`src/rtl/ppdm_consts.vh`:
```
// constants for the parallel port data pin multiplexer
`ifndef PPDM_CONSTS_VH
`define PPDM_CONSTS_VH

// register indexes on the plain register port
`define PPDM_ADDR_W 4
`define PPDM_REG_CTRL 4'h0
`define PPDM_REG_STATUS 4'h1
`define PPDM_REG_GPIO_OUT 4'h2
`define PPDM_REG_GPIO_DIR 4'h3
`define PPDM_REG_GPIO_IN 4'h4
`define PPDM_REG_HOST_TX 4'h5
`define PPDM_REG_HOST_RX 4'h6
`define PPDM_REG_MEM_OUT 4'h7
`define PPDM_REG_MEM_IN 4'h8

// ext_bus_control_reg fields
`define PPDM_CTRL_HOLDER_EN_BIT 0
`define PPDM_CTRL_RESET 32'h0000_0001

// status fields
`define PPDM_STAT_MODE_BIT 0
`define PPDM_STAT_HOLD_BIT 1
`define PPDM_STAT_OFF_BIT 2
`define PPDM_STAT_HOST_WR_BIT 3
`define PPDM_STAT_HOST_RD_BIT 4

// pin counts and reset values
`define PPDM_HALF_W 16
`define PPDM_PIN_W 32
`define PPDM_HALF_ZERO 16'h0000
`define PPDM_WORD_ZERO 32'h0000_0000

// pin function codes
`define PPDM_MODE_GPIO_HOST 1'b0
`define PPDM_MODE_MEMORY 1'b1

`endif

```
`src/rtl/ppdm_data_mux.v`:
```
// parallel port data pin multiplexer, top level
`timescale 1ns/1ps
`include "ppdm_consts.vh"

module ppdm_data_mux (
   input wire clk_i,
   input wire resetn_i,
   input wire boot_select_strap_i,
   input wire hold_req_i,
   input wire test_resetn_i,
   input wire emulation_pin_zero_i,
   input wire emulation_off_pin_i,
   input wire [31:0] pad_in_i,
   input wire [15:0] host_port_addr_i,
   input wire host_cycle_i,
   input wire host_write_i,
   input wire [3:0] reg_addr_i,
   input wire [31:0] reg_wdata_i,
   input wire reg_wr_i,
   input wire reg_rd_i,
   output reg [31:0] pad_out_o,
   output reg [31:0] pad_oe_o,
   output reg [31:0] keep_val_o,
   output reg [31:0] keep_en_o,
   output reg [15:0] host_port_addr_o,
   output reg host_word_done_o,
   output reg [31:0] reg_rdata_o
);
   //----------------------------------------------------------------
   // declarations
   //----------------------------------------------------------------
   wire mode;
   wire locked;
   wire float_all;
   wire off_mode;
   wire gpio_sel;
   wire [15:0] keep_hi;
   wire [15:0] keep_lo;
   wire [15:0] keep_en_hi;
   wire [15:0] keep_en_lo;
   reg holder_en_reg;
   reg [15:0] gpio_out_reg;
   reg [15:0] gpio_dir_reg;
   reg [15:0] host_tx_reg;
   reg [15:0] host_rx_reg;
   reg [31:0] mem_out_reg;
   reg mem_drive_reg;
   reg host_wr_seen_reg;
   reg host_rd_seen_reg;
   reg [31:0] pad_out_next;
   reg [31:0] pad_oe_next;
   reg [31:0] rdata_next;

   //----------------------------------------------------------------
   // strap capture
   //----------------------------------------------------------------
   // mode stays stable until the next reset, regardless of the strap
   ppdm_strap_latch u_strap (
      .clk_i(clk_i),
      .resetn_i(resetn_i),
      .boot_select_strap_i(boot_select_strap_i),
      .mode_o(mode),
      .locked_o(locked)
   );

   // off mode: test reset 0, emulation pin zero 1, emulation-off pin 0
   assign off_mode = ~test_resetn_i & emulation_pin_zero_i &
      ~emulation_off_pin_i;
   // before the strap is locked the pins also stay released
   assign float_all = ~resetn_i | ~locked | hold_req_i |
      off_mode;
   assign gpio_sel = (mode == `PPDM_MODE_GPIO_HOST);

   //----------------------------------------------------------------
   // register writes
   //----------------------------------------------------------------
   // all direction state clears at reset, so every function is input
   always @(posedge clk_i) begin
      if (!resetn_i) begin
         holder_en_reg <= 1'b1;
         gpio_out_reg <= `PPDM_HALF_ZERO;
         gpio_dir_reg <= `PPDM_HALF_ZERO;
         host_tx_reg <= `PPDM_HALF_ZERO;
         mem_out_reg <= `PPDM_WORD_ZERO;
         mem_drive_reg <= 1'b0;
      end else if (reg_wr_i) begin
         case (reg_addr_i)
            `PPDM_REG_CTRL: begin
               holder_en_reg <= reg_wdata_i[`PPDM_CTRL_HOLDER_EN_BIT];
            end
            `PPDM_REG_GPIO_OUT: begin
               gpio_out_reg <= reg_wdata_i[15:0];
            end
            `PPDM_REG_GPIO_DIR: begin
               gpio_dir_reg <= reg_wdata_i[15:0];
            end
            `PPDM_REG_HOST_TX: begin
               host_tx_reg <= reg_wdata_i[15:0];
            end
            `PPDM_REG_MEM_OUT: begin
               mem_out_reg <= reg_wdata_i;
               mem_drive_reg <= 1'b1; // memory write cycle drives the bus
            end
            `PPDM_REG_MEM_IN: begin
               mem_drive_reg <= 1'b0; // writing here returns bus to input
            end
            default: begin
            end
         endcase
      end
   end

   //----------------------------------------------------------------
   // host port data transfers
   //----------------------------------------------------------------
   // one 16-bit word per host cycle; write captures, read drives
   always @(posedge clk_i) begin
      if (!resetn_i) begin
         host_rx_reg <= `PPDM_HALF_ZERO;
         host_port_addr_o <= `PPDM_HALF_ZERO;
         host_word_done_o <= 1'b0;
         host_wr_seen_reg <= 1'b0;
         host_rd_seen_reg <= 1'b0;
      end else begin
         host_word_done_o <= host_cycle_i & gpio_sel & locked;
         if (host_cycle_i && gpio_sel && locked) begin
            host_port_addr_o <= host_port_addr_i;
            if (host_write_i) begin
               host_rx_reg <= pad_in_i[15:0];
            end
         end
         // set wins over a clear by status read in the same cycle
         if (host_cycle_i && gpio_sel && locked && host_write_i) begin
            host_wr_seen_reg <= 1'b1;
         end else if (reg_rd_i && reg_addr_i == `PPDM_REG_STATUS) begin
            host_wr_seen_reg <= 1'b0;
         end
         if (host_cycle_i && gpio_sel && locked && !host_write_i) begin
            host_rd_seen_reg <= 1'b1;
         end else if (reg_rd_i && reg_addr_i == `PPDM_REG_STATUS) begin
            host_rd_seen_reg <= 1'b0;
         end
      end
   end

   //----------------------------------------------------------------
   // pin function mux
   //----------------------------------------------------------------
   always @* begin
      pad_out_next = `PPDM_WORD_ZERO;
      pad_oe_next = `PPDM_WORD_ZERO;
      if (gpio_sel) begin
         pad_out_next[31:16] = gpio_out_reg;
         pad_oe_next[31:16] = gpio_dir_reg;
         pad_out_next[15:0] = host_tx_reg;
         // host read cycles drive the data, otherwise input
         pad_oe_next[15:0] = {16{host_cycle_i & ~host_write_i}};
      end else begin
         pad_out_next = mem_out_reg;
         pad_oe_next = {32{mem_drive_reg}};
      end
      if (float_all) begin
         pad_oe_next = `PPDM_WORD_ZERO;
      end
   end

   // registered pins; reset forces every enable off
   always @(posedge clk_i) begin
      if (!resetn_i) begin
         pad_out_o <= `PPDM_WORD_ZERO;
         pad_oe_o <= `PPDM_WORD_ZERO;
      end else begin
         pad_out_o <= pad_out_next;
         pad_oe_o <= pad_oe_next;
      end
   end

   //----------------------------------------------------------------
   // bus holders
   //----------------------------------------------------------------
   ppdm_bus_holder u_hold_hi (
      .clk_i(clk_i),
      .resetn_i(resetn_i),
      .holder_en_i(holder_en_reg),
      .pad_out_i(pad_out_o[31:16]),
      .pad_oe_i(pad_oe_o[31:16]),
      .pad_in_i(pad_in_i[31:16]),
      .keep_val_o(keep_hi),
      .keep_en_o(keep_en_hi)
   );

   ppdm_bus_holder u_hold_lo (
      .clk_i(clk_i),
      .resetn_i(resetn_i),
      .holder_en_i(holder_en_reg),
      .pad_out_i(pad_out_o[15:0]),
      .pad_oe_i(pad_oe_o[15:0]),
      .pad_in_i(pad_in_i[15:0]),
      .keep_val_o(keep_lo),
      .keep_en_o(keep_en_lo)
   );

   // holder outputs re-registered so top outputs come from flops
   always @(posedge clk_i) begin
      if (!resetn_i) begin
         keep_val_o <= `PPDM_WORD_ZERO;
         keep_en_o <= `PPDM_WORD_ZERO;
      end else begin
         keep_val_o <= {keep_hi, keep_lo};
         keep_en_o <= {keep_en_hi, keep_en_lo};
      end
   end

   //----------------------------------------------------------------
   // register reads
   //----------------------------------------------------------------
   // unmapped indexes read as zero
   always @* begin
      rdata_next = `PPDM_WORD_ZERO;
      case (reg_addr_i)
         `PPDM_REG_CTRL: begin
            rdata_next[`PPDM_CTRL_HOLDER_EN_BIT] = holder_en_reg;
         end
         `PPDM_REG_STATUS: begin
            rdata_next[`PPDM_STAT_MODE_BIT] = mode;
            rdata_next[`PPDM_STAT_HOLD_BIT] = hold_req_i;
            rdata_next[`PPDM_STAT_OFF_BIT] = off_mode;
            rdata_next[`PPDM_STAT_HOST_WR_BIT] = host_wr_seen_reg;
            rdata_next[`PPDM_STAT_HOST_RD_BIT] = host_rd_seen_reg;
         end
         `PPDM_REG_GPIO_OUT: begin
            rdata_next[15:0] = gpio_out_reg;
         end
         `PPDM_REG_GPIO_DIR: begin
            rdata_next[15:0] = gpio_dir_reg;
         end
         `PPDM_REG_GPIO_IN: begin
            rdata_next[15:0] = pad_in_i[31:16];
         end
         `PPDM_REG_HOST_TX: begin
            rdata_next[15:0] = host_tx_reg;
         end
         `PPDM_REG_HOST_RX: begin
            rdata_next[15:0] = host_rx_reg;
         end
         `PPDM_REG_MEM_OUT: begin
            rdata_next = mem_out_reg;
         end
         `PPDM_REG_MEM_IN: begin
            rdata_next = pad_in_i;
         end
         default: begin
            rdata_next = `PPDM_WORD_ZERO;
         end
      endcase
   end

   // data stands only in the cycle after the read strobe
   always @(posedge clk_i) begin
      if (!resetn_i) begin
         reg_rdata_o <= `PPDM_WORD_ZERO;
      end else if (reg_rd_i) begin
         reg_rdata_o <= rdata_next;
      end else begin
         reg_rdata_o <= `PPDM_WORD_ZERO;
      end
   end
endmodule // ppdm_data_mux

```
`src/rtl/ppdm_bus_holder.v`:
```
// bus holder model for one group of data pins
`timescale 1ns/1ps
module ppdm_bus_holder (
   input wire clk_i,
   input wire resetn_i,
   input wire holder_en_i,
   input wire [15:0] pad_out_i,
   input wire [15:0] pad_oe_i,
   input wire [15:0] pad_in_i,
   output reg [15:0] keep_val_o,
   output reg [15:0] keep_en_o
);
   // per pin: remember last driven level, keep it when nobody drives
   genvar g;
   generate
      for (g = 0; g < 16; g = g + 1) begin : g_pin
         always @(posedge clk_i) begin
            if (!resetn_i) begin
               keep_val_o[g] <= 1'b0;
               keep_en_o[g] <= 1'b0;
            end else begin
               if (pad_oe_i[g]) begin
                  keep_val_o[g] <= pad_out_i[g];
               end else begin
                  keep_val_o[g] <= pad_in_i[g]; // outside driver wins
               end
               keep_en_o[g] <= holder_en_i & ~pad_oe_i[g];
            end
         end
      end
   endgenerate
endmodule // ppdm_bus_holder

```
`src/rtl/ppdm_strap_latch.v`:
```
// strap capture at reset release
`timescale 1ns/1ps
module ppdm_strap_latch (
   input wire clk_i,
   input wire resetn_i,
   input wire boot_select_strap_i,
   output reg mode_o,
   output reg locked_o
);
   // strap follows while reset is low, freezes on the first edge after
   // release; a reset flop never samples a port, so capture is clocked
   always @(posedge clk_i) begin
      if (!resetn_i) begin
         locked_o <= 1'b0;
      end else begin
         locked_o <= 1'b1;
      end
   end

   always @(posedge clk_i) begin
      if (!locked_o) begin
         mode_o <= boot_select_strap_i;
      end
   end
endmodule // ppdm_strap_latch

```
`config.mk`:
```
export PLATFORM = sky130hd
export DESIGN_NAME = ppdm_data_mux
export DESIGN_NICKNAME = d
export VERILOG_FILES = /design/src/rtl/ppdm_data_mux.v /design/src/rtl/ppdm_bus_holder.v /design/src/rtl/ppdm_strap_latch.v
export VERILOG_INCLUDE_DIRS = /design/src /design/src/rtl
export SDC_FILE = /design/constraint.sdc
export NUM_CORES = 1
export LEC_CHECK = 0
export BUFFER_PORTS_ARGS = -buffer_cell sky130_fd_sc_hd__buf_4
export CAP_MARGIN = 40
export CORE_MARGIN = 8
export CORE_UTILIZATION = 50
export CTS_CLUSTER_DIAMETER = 100
export DETAILED_ROUTE_END_ITERATION = 8
export PLACE_DENSITY = 0.77
export RECOVER_POWER = 100
export REMOVE_ABC_BUFFERS = 1
export SYNTH_ARGS = -nofsm -noshare
export SYNTH_HDL_FRONTEND = slang
export SYNTH_SLANG_ARGS = --single-unit
```
`constraint.sdc`:
```
create_clock -name clk_i -period 2 [get_ports clk_i]
set_input_delay 0.2 -clock clk_i [delete_from_list [all_inputs] [get_ports clk_i]]
set_output_delay 0.2 -clock clk_i [all_outputs]
set_load 0.01 [all_outputs]
```
### Word-level counts from Yosys, hierarchy flattened

Cells that the tools add are included.

| storage, ports and cells | value |
|---|---|
| register bits | 343 |
| input port bits | 95 |
| output and inout port bits | 177 |
| word-level logic and storage cells | 230 |

| cells by class | value |
|---|---|
| equality and inequality tests | 8 |
| mux-type cells | 43 |
| bitwise logic cells | 78 |
| reduce and logical (&&, ||, !) cells | 19 |

Operators by type and width:

| cell | count |
|---|---|
| 11-bit one-hot mux with 7 select lines | 1 |
| 32-bit 2-to-1 mux | 2 |
| 1-bit NOT | 38 |
| 1-bit bitwise AND | 37 |
| 1-bit 2-to-1 mux | 36 |
| 16-bit one-hot mux with 2 select lines | 1 |
| 4-bit one-hot mux with 8 select lines | 1 |
| 4-bit by 3-bit == test with 1-bit output, second input constant | 4 |
| 2-bit AND reduction | 8 |
| 1-bit one-hot mux with 9 select lines | 1 |
| 4-bit by 2-bit == test with 1-bit output, second input constant | 2 |
| 2-bit nonzero test | 3 |
| 1-bit logical AND | 5 |
| 4-bit by 1-bit == test with 1-bit output, second input constant | 1 |
| 4-bit == test, second input constant | 1 |
| 4-bit zero test | 1 |
| 1-bit OR | 3 |
| 1-bit one-hot mux with 2 select lines | 1 |
| 2-bit OR reduction | 1 |
| 1-bit zero test | 1 |

### Longest topological paths before layout

Gate-level depths: netlist (run 1).

| depth | value |
|---|---|
| depth after elaboration | 5 |
| gate-level depth with buffers | 8 |
| depth with buffers taken out | 4 |

### By module

Synthesis (run 1) repeated with hierarchy kept, for this count alone.

| unflattened totals | value |
|---|---|
| cells, all modules | 1180 |
| area, all modules | 11885.1 um^2 |

Modules (own cells, without submodules):

| module | instances | cells each | area an instance (um^2) | seq. area each (um^2) |
|---|---|---|---|---|
| ppdm_data_mux | 1 | 1011 | 9814.4 | 5245.0 |
| ppdm_bus_holder | 2 | 83 | 1008.5 | 640.6 |
| ppdm_strap_latch | 1 | 3 | 53.8 | 50.0 |

### Worst setup path after synthesis (run 1)

No wires, ideal clock.

| timing path | value |
|---|---|
| path type | register -> register |
| start | reg pad_oe_o[15] (netlist name) |
| end | reg u_hold_lo.keep_val_o[0] |
| setup time | 0.116 ns |
| arrival | 1.424 ns |
| required time | 1.884 ns |
| setup slack | 0.460 ns |
| stages on the path, launching flop included | 5 |
| path buffers | 2 |
| period minus slack after synthesis | 1.540 ns |
| path through | dfxtp_1 > buf_2 > buf_2 > mux2i_1 > nor2b_1 |

RTL lines:

| element | line | text |
|---|---|---|
| to (signal, indexed assignment) | ppdm_bus_holder.v:23 | `keep_val_o[g] <= pad_out_i[g];` |
| to (signal, indexed assignment) | ppdm_bus_holder.v:25 | `keep_val_o[g] <= pad_in_i[g];` |
| to (decl) | ppdm_bus_holder.v:10 | `output reg [15:0] keep_val_o,` |

==> results of run 1 <==
[cell usage in the layout (no fill, tap or decap), types with 39 or more instances in the layout]
cell type,Yosys,routed
dlygate4sd3_1,0,83
buf_4,40,118
nor2_1,39,39
nand2_1,234,234
and2_1,56,39
clkbuf_1,38,200
a21boi_0,82,106
dfxtp_1,297,296
nor2b_1,68,68
mux2i_1,67,67
a22oi_1,41,41
[path summary, 6_finish.rpt]
| path | from | endpoint | cells past startpoint |
|---|---|---|---|
| setup / recovery | pad_oe_o[15]$_SDFF_PP0_ | pad_oe_o[12] | 2 |
| setup reg to reg | u_strap.mode_o$_DFFE_PN_ | pad_oe_o[29]$_SDFF_PP0_ | 4 |
| hold / removal | reg_wr_i | mem_drive_reg$_SDFFE_PN0P_ | 3 |
| hold reg to reg | u_hold_hi.keep_en_o[15]$_SDFF_PN0_ | keep_en_o[31]$_SDFF_PN0_ | 1 |
[kinds of logic after synthesis]
kind of cell / share of synthesized area, %
compound gates: 14.4
flops: 53.6
simple gates: 19.7
buf+inv: 6.03
mux: 6.31
[worst max-delay path, delay by kind of cell, from the launching register on]
family	cells	cell delay [ps]
buf+inv	2	480
flops	1	610
[through the flow]
step | setup slack (ps) | instances | TNS, ps
after detailed placement | 305 | 1626 | 0
after floorplan | -543 | 1033 | -23720
final | 155 | 1762 | 0
after CTS | 196 | 1760 | 0
after global placement | 350 | 1626 | 0
after global routing | 76.4 | 1762 | 0
[layer usage]
| metal | GRT usage [%] | up-vias |
|---|---|---|
| met5 | 0 | - |
| met3 | 4.34 | 88 |
| met1 | 28.6 | 4475 |
| li1 | - | 4438 |
| met2 | 42.8 | 424 |
| met4 | 9.33 | 0 |
[area by class of cell]
cell class / count / area [um^2] / area share (%)
diodes: 2 / 5.00 / 0.0351
inverters: 2 / 7.51 / 0.0526
clock inverters: 5 / 56.3 / 0.395
repair buffers: 396 / 2520 / 17.7
flip-flops and latches: 298 / 5980 / 41.9
clock buffers: 46 / 862 / 6.04
well taps: 280 / 350 / 2.46
multi-input cells: 733 / 4490 / 31.5
[power by group through the flow]
stage | registers, mW | clock network (mW) | logic, mW
floorplan | 6.33 | 0 | 0.282
global placement | 6.28 | 0 | 0.891
detailed placement | 6.29 | 0 | 0.901
CTS | 6.16 | 5.36 | 1.04
global route | 6.17 | 5.63 | 1.03
finish | 6.16 | 5.32 | 0.967
==> results.toml, run 1 <==
[run_status]
result_of_the_run = "completed"

[global_routing]
antenna_found_initial = 2
via_count_of_the_first_global_routing_pass = 9338
grtUsageTotal_pct = 24.2
grt_overflow = 0
pin_count_of_the_biggest_net_entering_global_routing = 105
first_pass_grt_wire_length_mm = 51.8

[die]
fp.dieArea_um2 = 27300
effective_utilization_at_floorplan_pct = 51.0
io_pins = 272
core-area_um2 = 21900
core.rowCount = 54
chipHeight_um = 165
dieWidth_um = 165

[power_and_ir_drop]
switching_share_pct = 22.6
portion_of_total_power_attributed_to_combinational_logic_pct = 7.8
power.share.clock_pct = 42.7
vdd_drop_max_mv = 0.639
finalPower_mw = 12.4
total_switching_power_mw = 2.81
internal_power_mw = 9.63
seq_power_share_pct = 49.5
p_leak_nw = 5.20
power_per_cell_area_nw_per_um2 = 872

[detailed_routing]
vias_after_detailed_routing = 9425
routed.top_layer = "met4"
route.met2.wl_mm = 17.1
drt-wirelength-per-cell_um = 19.7
detail_route.first_pass.iterations = 6
route.detailed.vias_per_inst = 5.35
dr.first_iter.drc_count = 711
met1_length_mm = 13.6
routed_wirelength_mm = 34.7
drc = 0
ant_nets = 0
detailroute.wirelength.met3_mm = 2.64

[logic_synthesis]
synthFlopType = "dfxtp_1"
synth.area.top_cells = "dfxtp_1 (53%), nand2_1 (7.9%), mux2i_1 (6.0%)"
post_synth_instance_area_um2 = 11200
yosys.cell_count.top_type = "dfxtp_1"
postSynthAreaPerCell_um2 = 9.73
synth_async_sr_flop_share_pct = 0
synth-seq-cells = 298
synthDistinctLibCells = 45
yosys.area.top_type = "dfxtp_1"
synth_largest_type_area_fraction_pct = 53.3
ys_top_cells_by_count = "dfxtp_1 (297), nand2_1 (234), a21boi_0 (82)"
number_of_synthesized_flops_with_an_enable_pin = 1
synthesis.instances = 1146
synth-seq-area-share_pct = 53.6
yosysWarnings = 0

[critical_path]
cell_breakdown_of_the_critical_path = "buf_12 > clkbuf_1"
crit_slowest_cell = "dfxtp_2"
worst_path_largest_cell_delay_ps = 610
worst_path_class_setup = "flop to output pin"
crit_fanout = 19
cp-start-kind = "flop"
worst_ep_required_time_ps = 1800
worst-endpoint-arrival_ps = 1640
cp-end-kind = "output pin"
worst-r2r-setup-slack_ps = 210

[finish]
final_util_pct = 65.2
num-nets-final = 1557
layout-drive-gt1-share_pct = 12.4
syn2layout_area_growth_pct = 27.9
fill_cells = 1867
finalInstanceArea_um2 = 14300

[job]
drv_cap = 0

[clock_tree]
cts_buffers = 31
cts_tree = "done"
clk_transition_reported_paths_ps = 60
postCtsResizedCells = 0
clock_tree.buffer_depth = 3
post-cts-setup-buffers = 0
h-tree-depth = 1
ctsRootBufferMaster = "clkbuf_16"
clkLatencyLatePin_ps = 550
hold_buffers = 83
clock_sinks = 298

[worst_hold_path]
worst_hold_path_type = "primary input to flop"

[timing]
timing.final.hold_violations = 0
achievable-frequency_mhz = 542
slew-limit-headroom_pct = 19.4
max_slew.worst_pin.slew_ps = 1210
slew_violations = 0
hold-worst-slack_ps = 32.4
setup_violations = 0
final.min_clock_period_ps = 1840
final.setup_skew_ps = 10.6
layout_worst_path_cycle_share_pct = 92.2
rsz_0062_raised_after_global_routing = "no"

[place]
port_bufs = 271
gpl.final_weighted_congestion = 0.878
placed_cell_area_um2 = 13300
dp_hpwl_mm = 22.6
(Power assumes the default switching activity.)
==> run 2: changes to the inputs <==
--- a/config.mk
+++ b/config.mk
@@ -10,11 +10,13 @@
 export CAP_MARGIN = 40
 export CORE_MARGIN = 8
 export CORE_UTILIZATION = 50
-export CTS_CLUSTER_DIAMETER = 100
+export CTS_CLUSTER_DIAMETER = 80
 export DETAILED_ROUTE_END_ITERATION = 8
 export PLACE_DENSITY = 0.77
 export RECOVER_POWER = 100
 export REMOVE_ABC_BUFFERS = 1
+export SETUP_SLACK_MARGIN = 0.3
 export SYNTH_ARGS = -nofsm -noshare
 export SYNTH_HDL_FRONTEND = slang
+export SYNTH_HIERARCHICAL = 1
 export SYNTH_SLANG_ARGS = --single-unit
==> run 2 against run 1 <==
Net effect: clock power increased by 16%; flip-flop and latch count increased by 30; die area increased by 5.9%; sequential share of layout area rose by 1.2 points; via count grew 3.5%; maximum frequency grew 4.4%; cell count rose by 5.1%; clock-buffer cell count unchanged; wire length grew 3.5%; combinational power hardly changed; sequential power grew 10%; non-clock buffer count fell by 7; largest cell class unchanged.
==> results.toml, run 2 <==
[global_routing]
first_pass_grt_wire_length_mm = 55.5
grt_use_met1_pct = 28.7
antenna_found_initial = 0
grt_use_met2_pct = 42.0
top_usage_layer = "met2"
grtUsageTotal_pct = 24.1
grt_overflow = 0
pin_count_of_the_biggest_net_entering_global_routing = 135
via_count_of_the_first_global_routing_pass = 9957
grt.met3_usage_pct = 4.84

[logic_synthesis]
synthDistinctLibCells = 51
synth-seq-area-share_pct = 55.3
yosys.area_share.adder_pct = 0
synth_compound_gate_area_share_pct = 13.5
ys_top_cells_by_count = "dfxtp_1 (327), nand2_1 (235), and2_1 (71)"
synth_async_sr_flop_share_pct = 0
synthFlopType = "dfxtp_1"
synth.area.top_cells = "dfxtp_1 (55%), nand2_1 (7.4%), mux2i_1 (5.8%)"
synth_top_family_by_area = "simple AND/OR/NAND/NOR gates"
yosys.cell_count.top_type = "dfxtp_1"
synth-seq-cells = 328
synth_xor_xnor_area_share_pct = 0
synth_simple_gate_area_share_pct = 19.7
post_synth_instance_area_um2 = 11900
yosys.area.top_type = "dfxtp_1"
synth_largest_type_area_fraction_pct = 55.1
yosysWarnings = 6
fraction_of_synthesized_area_in_multiplexers_pct = 6.38
number_of_synthesized_flops_with_an_enable_pin = 1
synthesis.instances = 1180
postSynthAreaPerCell_um2 = 10.1

[clock_tree]
h-tree-depth = 1
clock_tree.buffer_depth = 3
post-cts-setup-buffers = 0
clk_transition_reported_paths_ps = 70
clock_sinks = 328
cts_buffers = 31
clkLatencyLatePin_ps = 570
cts_tree = "done"
ctsRootBufferMaster = "clkbuf_16"

[critical_path]
worst_ep_required_time_ps = 2380
path_common_cell = "clkbuf_1"
worst_path_class_setup = "primary input to flop"
cell_breakdown_of_the_critical_path = "dlygate4sd3_1 > clkbuf_1 > and2_0 > o311ai_0 > clkbuf_1 > a31oi_1"
crit_fanout = 11
cp-end-kind = "flop"
reg2regPathDepth = 5
worst-endpoint-arrival_ps = 2140
crit_slowest_cell = "clkbuf_1"
worst_path_largest_cell_delay_ps = 680
cp-start-kind = "primary input"

[timing]
timing.final.ws_setup_ps = 234
final.min_clock_period_ps = 1770
timing.final.hold_violations = 0
rsz_0062_raised_after_global_routing = "no"
final.setup_skew_ps = 27.0
achievable-frequency_mhz = 566
setup_violations = 0
max_slew.worst_pin.slew_ps = 834
slew-limit-headroom_pct = 44.4
slew_violations = 0
layout_worst_path_cycle_share_pct = 88.3

[die]
dieWidth_um = 170
fp.dieArea_um2 = 29000
core.rowCount = 56
core-area_um2 = 23400
effective_utilization_at_floorplan_pct = 50.8
chipHeight_um = 170
io_pins = 272

[finish]
syn2layout_area_growth_pct = 28.5
num-nets-final = 1602
layout.cells.most_common_list = "dfxtp_1 (326), nand2_1 (236), clkbuf_1 (186)"
final_util_pct = 65.3
layout-drive-gt1-share_pct = 14.0
fill_cells = 2010
final_common_cell = "dfxtp_1"
finalInstanceArea_um2 = 15300
insertedDiodeCount = 0

[place]
gpl.final_weighted_congestion = 0.858
placed_cell_area_um2 = 14100
port_bufs = 271
dp_hpwl_mm = 23.1
place_ws_ps = 260

[detailed_routing]
drt-wirelength-per-cell_um = 19.4
routed_wirelength_mm = 36.0
ant_nets = 0
dr.first_iter.drc_count = 867
drc = 0
detail_route.first_pass.iterations = 7
route.detailed.vias_per_inst = 5.27
vias_after_detailed_routing = 9759

[run_status]
result_of_the_run = "completed"

[power_and_ir_drop]
p_leak_nw = 5.65
vdd_drop_max_mv = 0.521
power_per_cell_area_nw_per_um2 = 915

[worst_hold_path]
worst_hold_path_type = "primary input to flop"
hold-path-cell-count = 3

[job]
drv_cap = 0
==> run 2: power breakdown <==
part	switching, mW	internal [mW]	total [mW]
registers	0.0698	6.73	6.80
logic	0.526	0.475	1.00
clock network	2.48	3.70	6.18
==> run 2: final cells by class <==
| type | count | area (um^2) | area share (%) |
|---|---|---|---|
| Sequential cell | 328 | 6580 | 43.1 |
| Inverter | 1 | 3.75 | 0.0246 |
| Clock buffer | 46 | 922 | 6.04 |
| Timing Repair Buffer | 389 | 2520 | 16.5 |
| Multi-Input combinational cell | 756 | 4680 | 30.7 |
| Tap cell | 319 | 399 | 2.61 |
| Clock inverter | 12 | 168 | 1.10 |
==> run 2: what timing repair did <==
| action | 4_1_cts | 5_1_grt |
|---|---|---|
| resized for setup | 1 | 0 |
| setup endpoints to repair | 16 | 0 |
| hold endpoints to repair | 167 | 0 |
| hold buffers | 83 | 0 |
==> run 2: worst max-delay path, delay by kind of cell <==
kind	cells	cell delay (ps)
buf+inv	3	1440
compound gates	2	260
simple gates	1	230
==> run 2: kinds of logic after synthesis <==
group                  Yosys count
buffers and inverters           96
flip-flops                     328
AO/OA/AOI/OAI                  215
multiplexers                    73
AND/OR/NAND/NOR                468
==> run 2: worst paths after layout <==
check,slack (ps),endpoint,from
max,230,reg_rdata_o[9]$_SDFF_PN0_,resetn_i
min,20,pad_oe_o[15]$_SDFF_PP0_,host_cycle_i
max reg2reg,270,host_rx_reg[8]$_SDFFE_PN0P_,u_strap/mode_o$_DFFE_PN_
min reg2reg,430,keep_en_o[4]$_SDFF_PN0_,u_hold_lo/keep_en_o[4]$_SDFF_PN0_
==> run 2: stage by stage <==
stage	cells	total power [mW]	TNS, ps	hold slack [ps]
2_1_floorplan	1085	7.30	-42950	228
3_3_place_gp	1709	7.86	0	380
3_5_place_dp	1709	7.88	0	383
4_1_cts	1851	14.1	0	5.67
5_1_grt	1851	14.4	0	25.0
6_report	1851	14.0	0	24.6
==> run 2: routing by layer <==
layer	routed length (um)	share of wire [%]
met3	3030	8.4
met5	0	0
met2	17700	49
met1	13900	39
met4	1340	3.7
